**config.mk**
```make
export PLATFORM = sky130hd
export DESIGN_NAME = tsm_status_regs
export DESIGN_NICKNAME = d
export VERILOG_FILES = /design/src/hw/tsm_pkg.sv /design/src/hw/tsm_meas_if.sv /design/src/hw/tsm_limit_cmp.sv /design/src/hw/tsm_pin_sync.sv /design/src/hw/tsm_status_regs.sv
export VERILOG_INCLUDE_DIRS = /design/src /design/src/hw
export SDC_FILE = /design/constraint.sdc
export NUM_CORES = 1
export LEC_CHECK = 0
export BUFFER_PORTS_ARGS = -buffer_cell sky130_fd_sc_hd__buf_2
export CAP_MARGIN = 25
export CORE_AREA = 2 2 147 149
export DETAILED_ROUTE_END_ITERATION = 6
export DIE_AREA = 0 0 149 151
export SYNTH_ARGS = -nofsm -noshare
export SYNTH_HDL_FRONTEND = slang
export SYNTH_SLANG_ARGS = --single-unit
```
**constraint.sdc**
```tcl
create_clock -name aclk -period 4.1 [get_ports aclk]
set_input_delay 0.82 -clock aclk [delete_from_list [all_inputs] [get_ports aclk]]
set_output_delay 0.82 -clock aclk [all_outputs]
set_load 0.01 [all_outputs]
```
**src/hw/tsm_cfg.svh**
```systemverilog
// register indices, field positions and reset values of the monitor
// Functional notes
// - flag status1 bit0 while internal temperature above its upper limit
// - flag status1 bit1 while internal temperature at or below lower limit
// - flag status1 bit2 while external temperature above its upper limit
// - flag status1 bit3 while external temperature at or below lower limit
// - flag status1 bit4 on an open or shorted remote sensor diode
// - flag status2 bit4 while supply above upper or at/below lower limit
// - any set status bit may drive the interrupt output active
// - reading a status register clears only flags whose condition has gone
// - software reset clears both status registers
// - combined low register: internal LSBs in 1:0, supply LSBs in 3:2
// - external low register holds external LSBs in 1:0, rest zero
// - supply high register holds supply MSBs, loaded by each measurement
// - internal high register holds internal MSBs, twos complement
// - external high register holds external MSBs, twos complement
// - status and result registers reset to zero
// - channel 0 low byte is read/write and forms the code with high byte
// - channel 0 high byte at next index is read/write, resets to zero
`ifndef TSM_CFG_SVH
`define TSM_CFG_SVH
`define TSM_IDX_FLAGS_TEMP  10'h000
`define TSM_IDX_FLAGS_SUP   10'h001
`define TSM_IDX_LOW_BITS    10'h003
`define TSM_IDX_EXT_LOW     10'h004
`define TSM_IDX_SUP_HIGH    10'h006
`define TSM_IDX_INT_HIGH    10'h007
`define TSM_IDX_EXT_HIGH    10'h008
`define TSM_IDX_DAC_LOW     10'h010
`define TSM_IDX_DAC_HIGH    10'h011
`define TSM_IDX_MASK_TEMP   10'h030
`define TSM_IDX_MASK_SUP    10'h031
`define TSM_IDX_CONTROL     10'h032
`define TSM_SUP_FLAG_BIT    4
`define TSM_SOFT_RST_BIT    0
`define TSM_MASK_TEMP_RST   5'h1F
`define TSM_MASK_SUP_RST    1'h1
`define TSM_RESP_OKAY       2'h0
`define TSM_RESP_SLVERR     2'h2
`endif

```
**src/hw/tsm_pkg.sv**
```systemverilog
// shared types of the monitor status block
package tsm_pkg;
    typedef logic [9:0] tsm_reading_type;
    typedef struct packed {
        logic sup_out;
        logic ext_lo;
        logic ext_hi;
        logic int_lo;
        logic int_hi;
    } tsm_cond_type;
    typedef struct packed {
        logic [7:0] int_upper;
        logic [7:0] int_lower;
        logic [7:0] ext_upper;
        logic [7:0] ext_lower;
        logic [7:0] sup_upper;
        logic [7:0] sup_lower;
    } tsm_limits_type;
    typedef enum logic [3:0] {
        TSM_REG_FLAGS_TEMP = 4'h0,
        TSM_REG_FLAGS_SUP  = 4'h1,
        TSM_REG_LOW_BITS   = 4'h2,
        TSM_REG_EXT_LOW    = 4'h3,
        TSM_REG_SUP_HIGH   = 4'h4,
        TSM_REG_INT_HIGH   = 4'h5,
        TSM_REG_EXT_HIGH   = 4'h6,
        TSM_REG_DAC_LOW    = 4'h7,
        TSM_REG_DAC_HIGH   = 4'h8,
        TSM_REG_MASK_TEMP  = 4'h9,
        TSM_REG_MASK_SUP   = 4'hA,
        TSM_REG_CONTROL    = 4'hB,
        TSM_REG_NONE       = 4'hC
    } tsm_reg_type;
endpackage : tsm_pkg

```
**src/hw/tsm_meas_if.sv**
```systemverilog
// measurement and limit-condition carrier between readout and comparator
`timescale 1ns/10ps
`default_nettype none
interface tsm_meas_if;
    import tsm_pkg::*;
    logic            valid;
    logic            clear;
    tsm_reading_type int_temp;
    tsm_reading_type ext_temp;
    tsm_reading_type supply;
    tsm_limits_type  lim;
    tsm_cond_type    cond;
    modport src (output valid, clear, int_temp, ext_temp, supply, lim,
                 input cond);
    modport cmp (input valid, clear, int_temp, ext_temp, supply, lim,
                 output cond);
endinterface : tsm_meas_if
`default_nettype wire

```
**src/hw/tsm_limit_cmp.sv**
```systemverilog
// compares each new measurement with its limits and holds the outcome
`timescale 1ns/10ps
`default_nettype none
module tsm_limit_cmp (
    // clock and reset
    input wire logic aclk,
    input wire logic aresetn,
    // measurements in, conditions out
    tsm_meas_if.cmp  m
);
    import tsm_pkg::*;
    typedef struct packed {
        tsm_cond_type cond;
    } tsm_cmp_state_type;
    tsm_cmp_state_type st;
    tsm_cmp_state_type next_st;

    always_comb begin
        next_st = st;
        if (m.valid) begin
            next_st.cond.int_hi = $signed(m.int_temp[9:2])
                                > $signed(m.lim.int_upper);
            next_st.cond.int_lo = $signed(m.int_temp[9:2])
                               <= $signed(m.lim.int_lower);
            next_st.cond.ext_hi = $signed(m.ext_temp[9:2])
                                > $signed(m.lim.ext_upper);
            next_st.cond.ext_lo = $signed(m.ext_temp[9:2])
                               <= $signed(m.lim.ext_lower);
            next_st.cond.sup_out = (m.supply[9:2] > m.lim.sup_upper)
                                 | (m.supply[9:2] <= m.lim.sup_lower);
        end else if (m.clear) begin
            next_st.cond = '0;
        end
    end

    always_ff @(posedge aclk) begin
        if (!aresetn) begin
            st <= '0;
        end else begin
            st <= next_st;
        end
    end

    assign m.cond = st.cond;
endmodule : tsm_limit_cmp
`default_nettype wire

```
**src/hw/tsm_pin_sync.sv**
```systemverilog
// three-stage synchroniser for an asynchronous pin with agreement filter
`timescale 1ns/10ps
`default_nettype none
module tsm_pin_sync (
    // clock and reset
    input wire logic aclk,
    input wire logic aresetn,
    // pin in, filtered level out
    input wire logic pin,
    output logic     level
);
    typedef struct packed {
        logic s1;
        logic s2;
        logic s3;
        logic level;
    } tsm_sync_state_type;
    tsm_sync_state_type st;
    tsm_sync_state_type next_st;

    always_comb begin
        next_st = st;
        next_st.s1 = pin;
        next_st.s2 = st.s1;
        next_st.s3 = st.s2;
        // s1 only feeds s2 and is never compared; only agreeing later stages count
        if (st.s2 == st.s3) begin
            next_st.level = st.s3;
        end
    end

    always_ff @(posedge aclk) begin
        if (!aresetn) begin
            st <= '0;
        end else begin
            st <= next_st;
        end
    end

    assign level = st.level;
endmodule : tsm_pin_sync
`default_nettype wire

```
**src/hw/tsm_status_regs.sv**
```systemverilog
// status, result and channel-0 code registers behind an AXI4-Lite slave
`timescale 1ns/10ps
`default_nettype none
`include "tsm_cfg.svh"
module tsm_status_regs (
    // clock and reset
    input wire logic             aclk,
    input wire logic             aresetn,
    // write address and data
    input wire logic [11:0]      awaddr,
    input wire logic             awvalid,
    output logic                 awready,
    input wire logic [31:0]      wdata,
    input wire logic [3:0]       wstrb,
    input wire logic             wvalid,
    output logic                 wready,
    // write response
    output logic [1:0]           bresp,
    output logic                 bvalid,
    input wire logic             bready,
    // read address and data
    input wire logic [11:0]      araddr,
    input wire logic             arvalid,
    output logic                 arready,
    output logic [31:0]          rdata,
    output logic [1:0]           rresp,
    output logic                 rvalid,
    input wire logic             rready,
    // converter results, same clock
    input wire logic             meas_valid,
    input wire tsm_pkg::tsm_reading_type int_temp,
    input wire tsm_pkg::tsm_reading_type ext_temp,
    input wire tsm_pkg::tsm_reading_type supply,
    // limit values from the limit bank
    input wire tsm_pkg::tsm_limits_type  limits,
    // remote diode fault detector, asynchronous
    input wire logic             diode_fault,
    // interrupt and channel-0 code
    output logic                 irq,
    output logic [11:0]          dac_code
);
    import tsm_pkg::*;

    typedef struct packed {
        logic        awready;
        logic        wready;
        logic        bvalid;
        logic [1:0]  bresp;
        logic        arready;
        logic        rvalid;
        logic [1:0]  rresp;
        logic [31:0] rdata;
        logic        aw_got;
        logic        w_got;
        logic [9:0]  widx;
        logic [7:0]  wdata;
        logic        wstb;
        logic        sw_rst;
        logic [4:0]  flags1;
        logic        flags2;
        logic [4:0]  mask1;
        logic        mask2;
        logic [7:0]  int_hi;
        logic [1:0]  int_lo;
        logic [7:0]  ext_hi;
        logic [1:0]  ext_lo;
        logic [7:0]  sup_hi;
        logic [1:0]  sup_lo;
        logic [7:0]  dac_hi;
        logic [3:0]  dac_lo;
        logic        irq;
    } tsm_state_type;

    tsm_state_type st;
    tsm_state_type next_st;
    logic          fault_level;

    tsm_meas_if m ();

    function automatic tsm_reg_type reg_decode(input logic [9:0] idx);
        case (idx)
            `TSM_IDX_FLAGS_TEMP: reg_decode = TSM_REG_FLAGS_TEMP;
            `TSM_IDX_FLAGS_SUP:  reg_decode = TSM_REG_FLAGS_SUP;
            `TSM_IDX_LOW_BITS:   reg_decode = TSM_REG_LOW_BITS;
            `TSM_IDX_EXT_LOW:    reg_decode = TSM_REG_EXT_LOW;
            `TSM_IDX_SUP_HIGH:   reg_decode = TSM_REG_SUP_HIGH;
            `TSM_IDX_INT_HIGH:   reg_decode = TSM_REG_INT_HIGH;
            `TSM_IDX_EXT_HIGH:   reg_decode = TSM_REG_EXT_HIGH;
            `TSM_IDX_DAC_LOW:    reg_decode = TSM_REG_DAC_LOW;
            `TSM_IDX_DAC_HIGH:   reg_decode = TSM_REG_DAC_HIGH;
            `TSM_IDX_MASK_TEMP:  reg_decode = TSM_REG_MASK_TEMP;
            `TSM_IDX_MASK_SUP:   reg_decode = TSM_REG_MASK_SUP;
            `TSM_IDX_CONTROL:    reg_decode = TSM_REG_CONTROL;
            default:             reg_decode = TSM_REG_NONE;
        endcase
    endfunction : reg_decode

    tsm_pin_sync u_fault_sync (
        .aclk    (aclk),
        .aresetn (aresetn),
        .pin     (diode_fault),
        .level   (fault_level)
    );

    tsm_limit_cmp u_cmp (
        .aclk    (aclk),
        .aresetn (aresetn),
        .m       (m.cmp)
    );

    assign m.valid    = meas_valid;
    assign m.clear    = st.sw_rst;
    assign m.int_temp = int_temp;
    assign m.ext_temp = ext_temp;
    assign m.supply   = supply;
    assign m.lim      = limits;

    always_comb begin
        logic [4:0]  set1;
        logic [4:0]  clr1;
        logic        clr2;
        tsm_reg_type rk;
        tsm_reg_type wk;
        next_st = st;
        next_st.sw_rst = 1'b0;
        set1 = {fault_level, m.cond[3:0]};
        clr1 = '0;
        clr2 = 1'b0;
        rk = reg_decode(araddr[11:2]);
        wk = reg_decode(st.widx);

        // read channel
        if (st.rvalid && rready) begin
            next_st.rvalid  = 1'b0;
            next_st.arready = 1'b1;
        end
        if (arvalid && st.arready) begin
            next_st.arready = 1'b0;
            next_st.rvalid  = 1'b1;
            next_st.rdata   = '0;
            next_st.rresp   = `TSM_RESP_OKAY;
            unique case (rk)
                TSM_REG_FLAGS_TEMP: begin
                    next_st.rdata[4:0] = st.flags1;
                    clr1 = ~set1;
                end
                TSM_REG_FLAGS_SUP: begin
                    next_st.rdata[`TSM_SUP_FLAG_BIT] = st.flags2;
                    clr2 = ~m.cond.sup_out;
                end
                TSM_REG_LOW_BITS:
                    next_st.rdata[3:0] = {st.sup_lo, st.int_lo};
                TSM_REG_EXT_LOW:
                    next_st.rdata[1:0] = st.ext_lo;
                TSM_REG_SUP_HIGH:  next_st.rdata[7:0] = st.sup_hi;
                TSM_REG_INT_HIGH:  next_st.rdata[7:0] = st.int_hi;
                TSM_REG_EXT_HIGH:  next_st.rdata[7:0] = st.ext_hi;
                TSM_REG_DAC_LOW:
                    next_st.rdata[7:0] = {st.dac_lo, 4'h0};
                TSM_REG_DAC_HIGH:  next_st.rdata[7:0] = st.dac_hi;
                TSM_REG_MASK_TEMP: next_st.rdata[4:0] = st.mask1;
                TSM_REG_MASK_SUP:
                    next_st.rdata[`TSM_SUP_FLAG_BIT] = st.mask2;
                TSM_REG_CONTROL:   next_st.rdata = '0;
                TSM_REG_NONE:      next_st.rresp = `TSM_RESP_SLVERR;
            endcase
        end

        // write channels, taken in either order
        if (st.bvalid && bready) begin
            next_st.bvalid  = 1'b0;
            next_st.awready = 1'b1;
            next_st.wready  = 1'b1;
        end
        if (awvalid && st.awready) begin
            next_st.aw_got  = 1'b1;
            next_st.awready = 1'b0;
            next_st.widx    = awaddr[11:2];
        end
        if (wvalid && st.wready) begin
            next_st.w_got  = 1'b1;
            next_st.wready = 1'b0;
            next_st.wdata  = wdata[7:0];
            next_st.wstb   = wstrb[0];
        end
        if (st.aw_got && st.w_got) begin
            next_st.aw_got = 1'b0;
            next_st.w_got  = 1'b0;
            next_st.bvalid = 1'b1;
            next_st.bresp  = `TSM_RESP_OKAY;
            unique case (wk)
                TSM_REG_FLAGS_TEMP:
                    if (st.wstb) clr1 = clr1 | st.wdata[4:0];
                TSM_REG_FLAGS_SUP:
                    if (st.wstb) clr2 = clr2 | st.wdata[`TSM_SUP_FLAG_BIT];
                TSM_REG_DAC_LOW:
                    if (st.wstb) next_st.dac_lo = st.wdata[7:4];
                TSM_REG_DAC_HIGH:
                    if (st.wstb) next_st.dac_hi = st.wdata;
                TSM_REG_MASK_TEMP:
                    if (st.wstb) next_st.mask1 = st.wdata[4:0];
                TSM_REG_MASK_SUP:
                    if (st.wstb) next_st.mask2 = st.wdata[`TSM_SUP_FLAG_BIT];
                TSM_REG_CONTROL:
                    if (st.wstb) next_st.sw_rst = st.wdata[`TSM_SOFT_RST_BIT];
                TSM_REG_LOW_BITS, TSM_REG_EXT_LOW, TSM_REG_SUP_HIGH,
                TSM_REG_INT_HIGH, TSM_REG_EXT_HIGH: ;
                TSM_REG_NONE: next_st.bresp = `TSM_RESP_SLVERR;
            endcase
        end

        // a live condition re-sets in the same cycle, so set beats a read or write clear; software reset beats set
        next_st.flags1 = (st.flags1 & ~clr1) | set1;
        next_st.flags2 = (st.flags2 & ~clr2) | m.cond.sup_out;
        if (st.sw_rst) begin
            next_st.flags1 = '0;
            next_st.flags2 = 1'b0;
        end

        // results only move on a fresh conversion
        if (meas_valid) begin
            next_st.int_hi = int_temp[9:2];
            next_st.int_lo = int_temp[1:0];
            next_st.ext_hi = ext_temp[9:2];
            next_st.ext_lo = ext_temp[1:0];
            next_st.sup_hi = supply[9:2];
            next_st.sup_lo = supply[1:0];
        end

        next_st.irq = (|(next_st.flags1 & next_st.mask1))
                    | (next_st.flags2 & next_st.mask2);
    end

    always_ff @(posedge aclk) begin
        if (!aresetn) begin
            st         <= '0;
            st.awready <= 1'b1;
            st.wready  <= 1'b1;
            st.arready <= 1'b1;
            st.mask1   <= `TSM_MASK_TEMP_RST;
            st.mask2   <= `TSM_MASK_SUP_RST;
        end else begin
            st <= next_st;
        end
    end

    assign awready  = st.awready;
    assign wready   = st.wready;
    assign bresp    = st.bresp;
    assign bvalid   = st.bvalid;
    assign arready  = st.arready;
    assign rdata    = st.rdata;
    assign rresp    = st.rresp;
    assign rvalid   = st.rvalid;
    assign irq      = st.irq;
    assign dac_code = {st.dac_hi, st.dac_lo};

    logic rd_temp;
    logic rd_low;
    logic wr_dac_lo;
    logic wr_int_hi;
    assign rd_temp   = arvalid && st.arready && rk_is(TSM_REG_FLAGS_TEMP);
    assign rd_low    = arvalid && st.arready && rk_is(TSM_REG_LOW_BITS);
    assign wr_dac_lo = st.aw_got && st.w_got && st.wstb
                    && reg_decode(st.widx) == TSM_REG_DAC_LOW;
    assign wr_int_hi = st.aw_got && st.w_got
                    && reg_decode(st.widx) == TSM_REG_INT_HIGH;

    function automatic logic rk_is(input tsm_reg_type r);
        rk_is = reg_decode(araddr[11:2]) == r;
    endfunction : rk_is
endmodule : tsm_status_regs
`default_nettype wire

```
==> flow_metrics.env <==
export IMPL_powerDensity_nw_per_um2=319.4
export IMPL_final_nets=1026
export IMPL_num_vias=5328
export IMPL_p_leak_nw=3.376
export IMPL_post_cts_buffers=0
export IMPL_fin_skew_ns=0.006552
export IMPL_ios=201
export IMPL_num_rows=53
export IMPL_hold_violations=0
export IMPL_critPathKind="flop to flop"
export IMPL_placed_area_um2=6834
export IMPL_relSlewSlack_pct=41.53
export IMPL_antenna_cells=0
export IMPL_synth_cells=729
export IMPL_timing_hold_ws_ns=0.4422
export IMPL_fmax_ghz=0.3486
export IMPL_cts_tree="yes"
export IMPL_yosysSeqAreaShare_pct=32.90
export IMPL_post_place_ws_ns=0.8603
export IMPL_setup_tns_ns=0
export IMPL_cp_slowest_stage_delay_ns=0.52
export IMPL_die_area_um2=22500
export IMPL_routed_wl_um=17040
export IMPL_antenna_found_initial=0
export IMPL_path_delay_family="compound AO/OA/AOI/OAI gates"
export IMPL_core_area_um2=20820
export IMPL_stdcell_area_um2=7168
export IMPL_synth_cell_types=69
export IMPL_syn_area_um2=6146
export IMPL_worst_slew_pin_slew_ns=0.8690
export IMPL_grt_overflow=0
export IMPL_grt_max_degree=60
export IMPL_cts_sinks=101
export IMPL_worst_slack_ns=1.232
export IMPL_required_ns=4.32
export IMPL_drtIter0Drc=380
export IMPL_postCtsHoldBufs=0
export IMPL_dp_hpwl_um=13480
export IMPL_ir_drop_v=0.0002079
export IMPL_min_path_type="flop to flop"
export IMPL_startpoint_type="flop"
export IMPL_wl_per_cell_um=15.34
export IMPL_crit_buf_inv=0
export IMPL_area_growth_pct=16.63
export IMPL_outcome="finished, final reports clean"
export IMPL_place_congestion=0.9096
export IMPL_path_clk_slew_ns=0.07
export IMPL_setup_viol=0
export IMPL_cts_root_buffer="clkbuf_16"
export IMPL_layout_drive_gt1_share_pct=22.97
export IMPL_initial_core_util_pct=29.52
export IMPL_endpoint_kind="flop"
export IMPL_vias_per_cell=4.796
export IMPL_arrival_ns=3.09
export IMPL_ys_async_sr_fraction_pct=0
export IMPL_drc_errors=0
export IMPL_numPlacedInstances=1093
export IMPL_synth_top_flop_cell="dfxtp_1"
export IMPL_maxSlewViolCount=0
export IMPL_synth_edf_count=0
export IMPL_fillCellCount=2228
export IMPL_die_h_um=151
export IMPL_crit_path_top_delay_cell="a311oi_2"
export IMPL_htree_levels=3
export IMPL_numCtsBuffers=9
export IMPL_synth_warnings=0
export IMPL_fin_crit_sh_pct=69.96
export IMPL_drt_pass1_iter_count=7
export IMPL_grt_total_usage_pct=15.00
export IMPL_route_antenna_remaining_nets=0
export IMPL_fp_dieW_um=149
export IMPL_cp_cell_sequence="nand2b_1, or4_1, a311oi_2, nand3b_2, mux2_4, a222oi_1, o221ai_1"
export IMPL_stdcell_count=1111
export IMPL_clock_latency_ns=0.35
export IMPL_yosys_register_bits=101
export IMPL_period_minus_slack_ns=2.868
export IMPL_avgSynthCellArea_um2=8.431
export IMPL_grt_pass1_vias=4892
export IMPL_crit_fanout=13
export IMPL_rsz0062_at_grt="false"
export IMPL_portBuffers=143
export IMPL_drv_cap=0
export IMPL_cts_resized=0
export IMPL_cts_buffer_depth=2
export IMPL_grt_pass1_wl_um=26250
synth_stat cells, types with 5 or more instances:
cell | instances | area, µm²
dfxtp_1 | 101 | 2022
nor2_1 | 71 | 266.5
nand2_1 | 65 | 244.0
inv_1 | 53 | 198.9
buf_4 | 49 | 367.9
ha_1 | 48 | 600.6
a21oi_1 | 44 | 220.2
mux2i_1 | 43 | 430.4
clkbuf_1 | 29 | 108.9
o21a_1 | 21 | 157.7
o21ai_0 | 19 | 95.09
nand4_1 | 12 | 75.07
a22oi_1 | 11 | 82.58
and2_1 | 9 | 56.30
nor2b_1 | 9 | 56.30
a21o_1 | 8 | 60.06
a221oi_1 | 8 | 70.07
mux2_2 | 8 | 90.09
nand3_1 | 8 | 40.04
nand2b_1 | 7 | 43.79
or2_2 | 7 | 43.79
a31oi_1 | 6 | 37.54
nand3b_1 | 6 | 45.04
and4_1 | 5 | 43.79
nor3_1 | 5 | 25.02
worst paths after layout:
| path | end | slack [ns] | from | depth (start not counted) |
|---|---|---|---|---|
| min | u_fault_sync.next_st[1] | 0.44 | u_fault_sync.next_st[2] | 1 |
| min reg2reg | u_fault_sync.next_st[1] | 0.44 | u_fault_sync.next_st[2] | 1 |
| max | irq | 1.23 | st[66] | 7 |
| max reg2reg | irq | 1.23 | st[66] | 7 |
cell families (layout without fill, tap and decap cells):
group / after synthesis / after routing / share of synthesized area (%)
other cells: 1 / 26 / 0.06102
xor+xnor: 4 / 4 / 0.5701
fa+ha+maj: 48 / 48 / 9.772
compound gates: 150 / 150 / 16.49
flops: 101 / 101 / 32.90
buf+inv: 138 / 220 / 11.48
simple gates: 235 / 235 / 20.01
mux: 52 / 52 / 8.713
sequential cells by signal, summed over array words and instances, names as in the netlist, 2 cells and up:
signal and count:
dac_code 12, st 63, u_fault_sync.next_st 2, u_cmp.m.cond 5, rdata 8
worst reg2reg max path, delay by kind of cell (launching register included):
family,cells,cell delay [ns]
compound gates,3,1.03
flops,1,0.43
mux,1,0.36
simple gates,3,0.91
final cells by class:
class | count | area [µm²] | share of cell area, %
repair buffers | 150 | 800.8 | 11.17
inverters | 54 | 202.7 | 2.828
well taps | 275 | 344.1 | 4.800
flip-flops and latches | 101 | 2022 | 28.21
clock buffers | 12 | 256.5 | 3.578
multi-input cells | 515 | 3512 | 49.00
clock inverters | 4 | 30.03 | 0.4189
cells in the final DEF (no fill, tap or decap), types with 6 or more instances in the layout:
master and n:
nand3b_1 6, clkbuf_16 9, ha_1 48, nand2b_1 7, a31oi_1 6, mux2i_1 43, buf_2 143, a221oi_1 8
o21a_1 21, conb_1 26, a21oi_1 44, nor2b_1 9, a22oi_1 11, inv_1 53, or2_2 7, a21o_1 8
o21ai_0 19, and2_1 9, nor2_1 71, mux2_2 8, dfxtp_1 101, nand3_1 8, nand4_1 12, nand2_1 65
stage by stage:
step                power, W  utilization [%]
floorplan           0.001357                -
global placement    0.001478            32.82
detailed placement  0.001482            32.82
CTS                 0.002302            34.20
global route        0.002403            34.42
finish              0.002289            34.42
layer usage:
layer | part of all wire (%) | track usage, %
met1 | 47 | 21.36
met2 | 44 | 22.47
met3 | 7.1 | 3.253
met4 | 2.0 | 4.857
met5 | 0 | 0
power breakdown:
group	leakage [nW]	switching (W)	total, W	internal [W]
Combinational	2.41	0.000207	0.000384	0.000177
Clock	0.139	0.000378	0.000826	0.000448
Sequential	0.828	0.0000492	0.00108	0.00103
Total	3.38	0.000635	0.00229	0.00165
No activity file was read; power rests on OpenSTA's default activity.
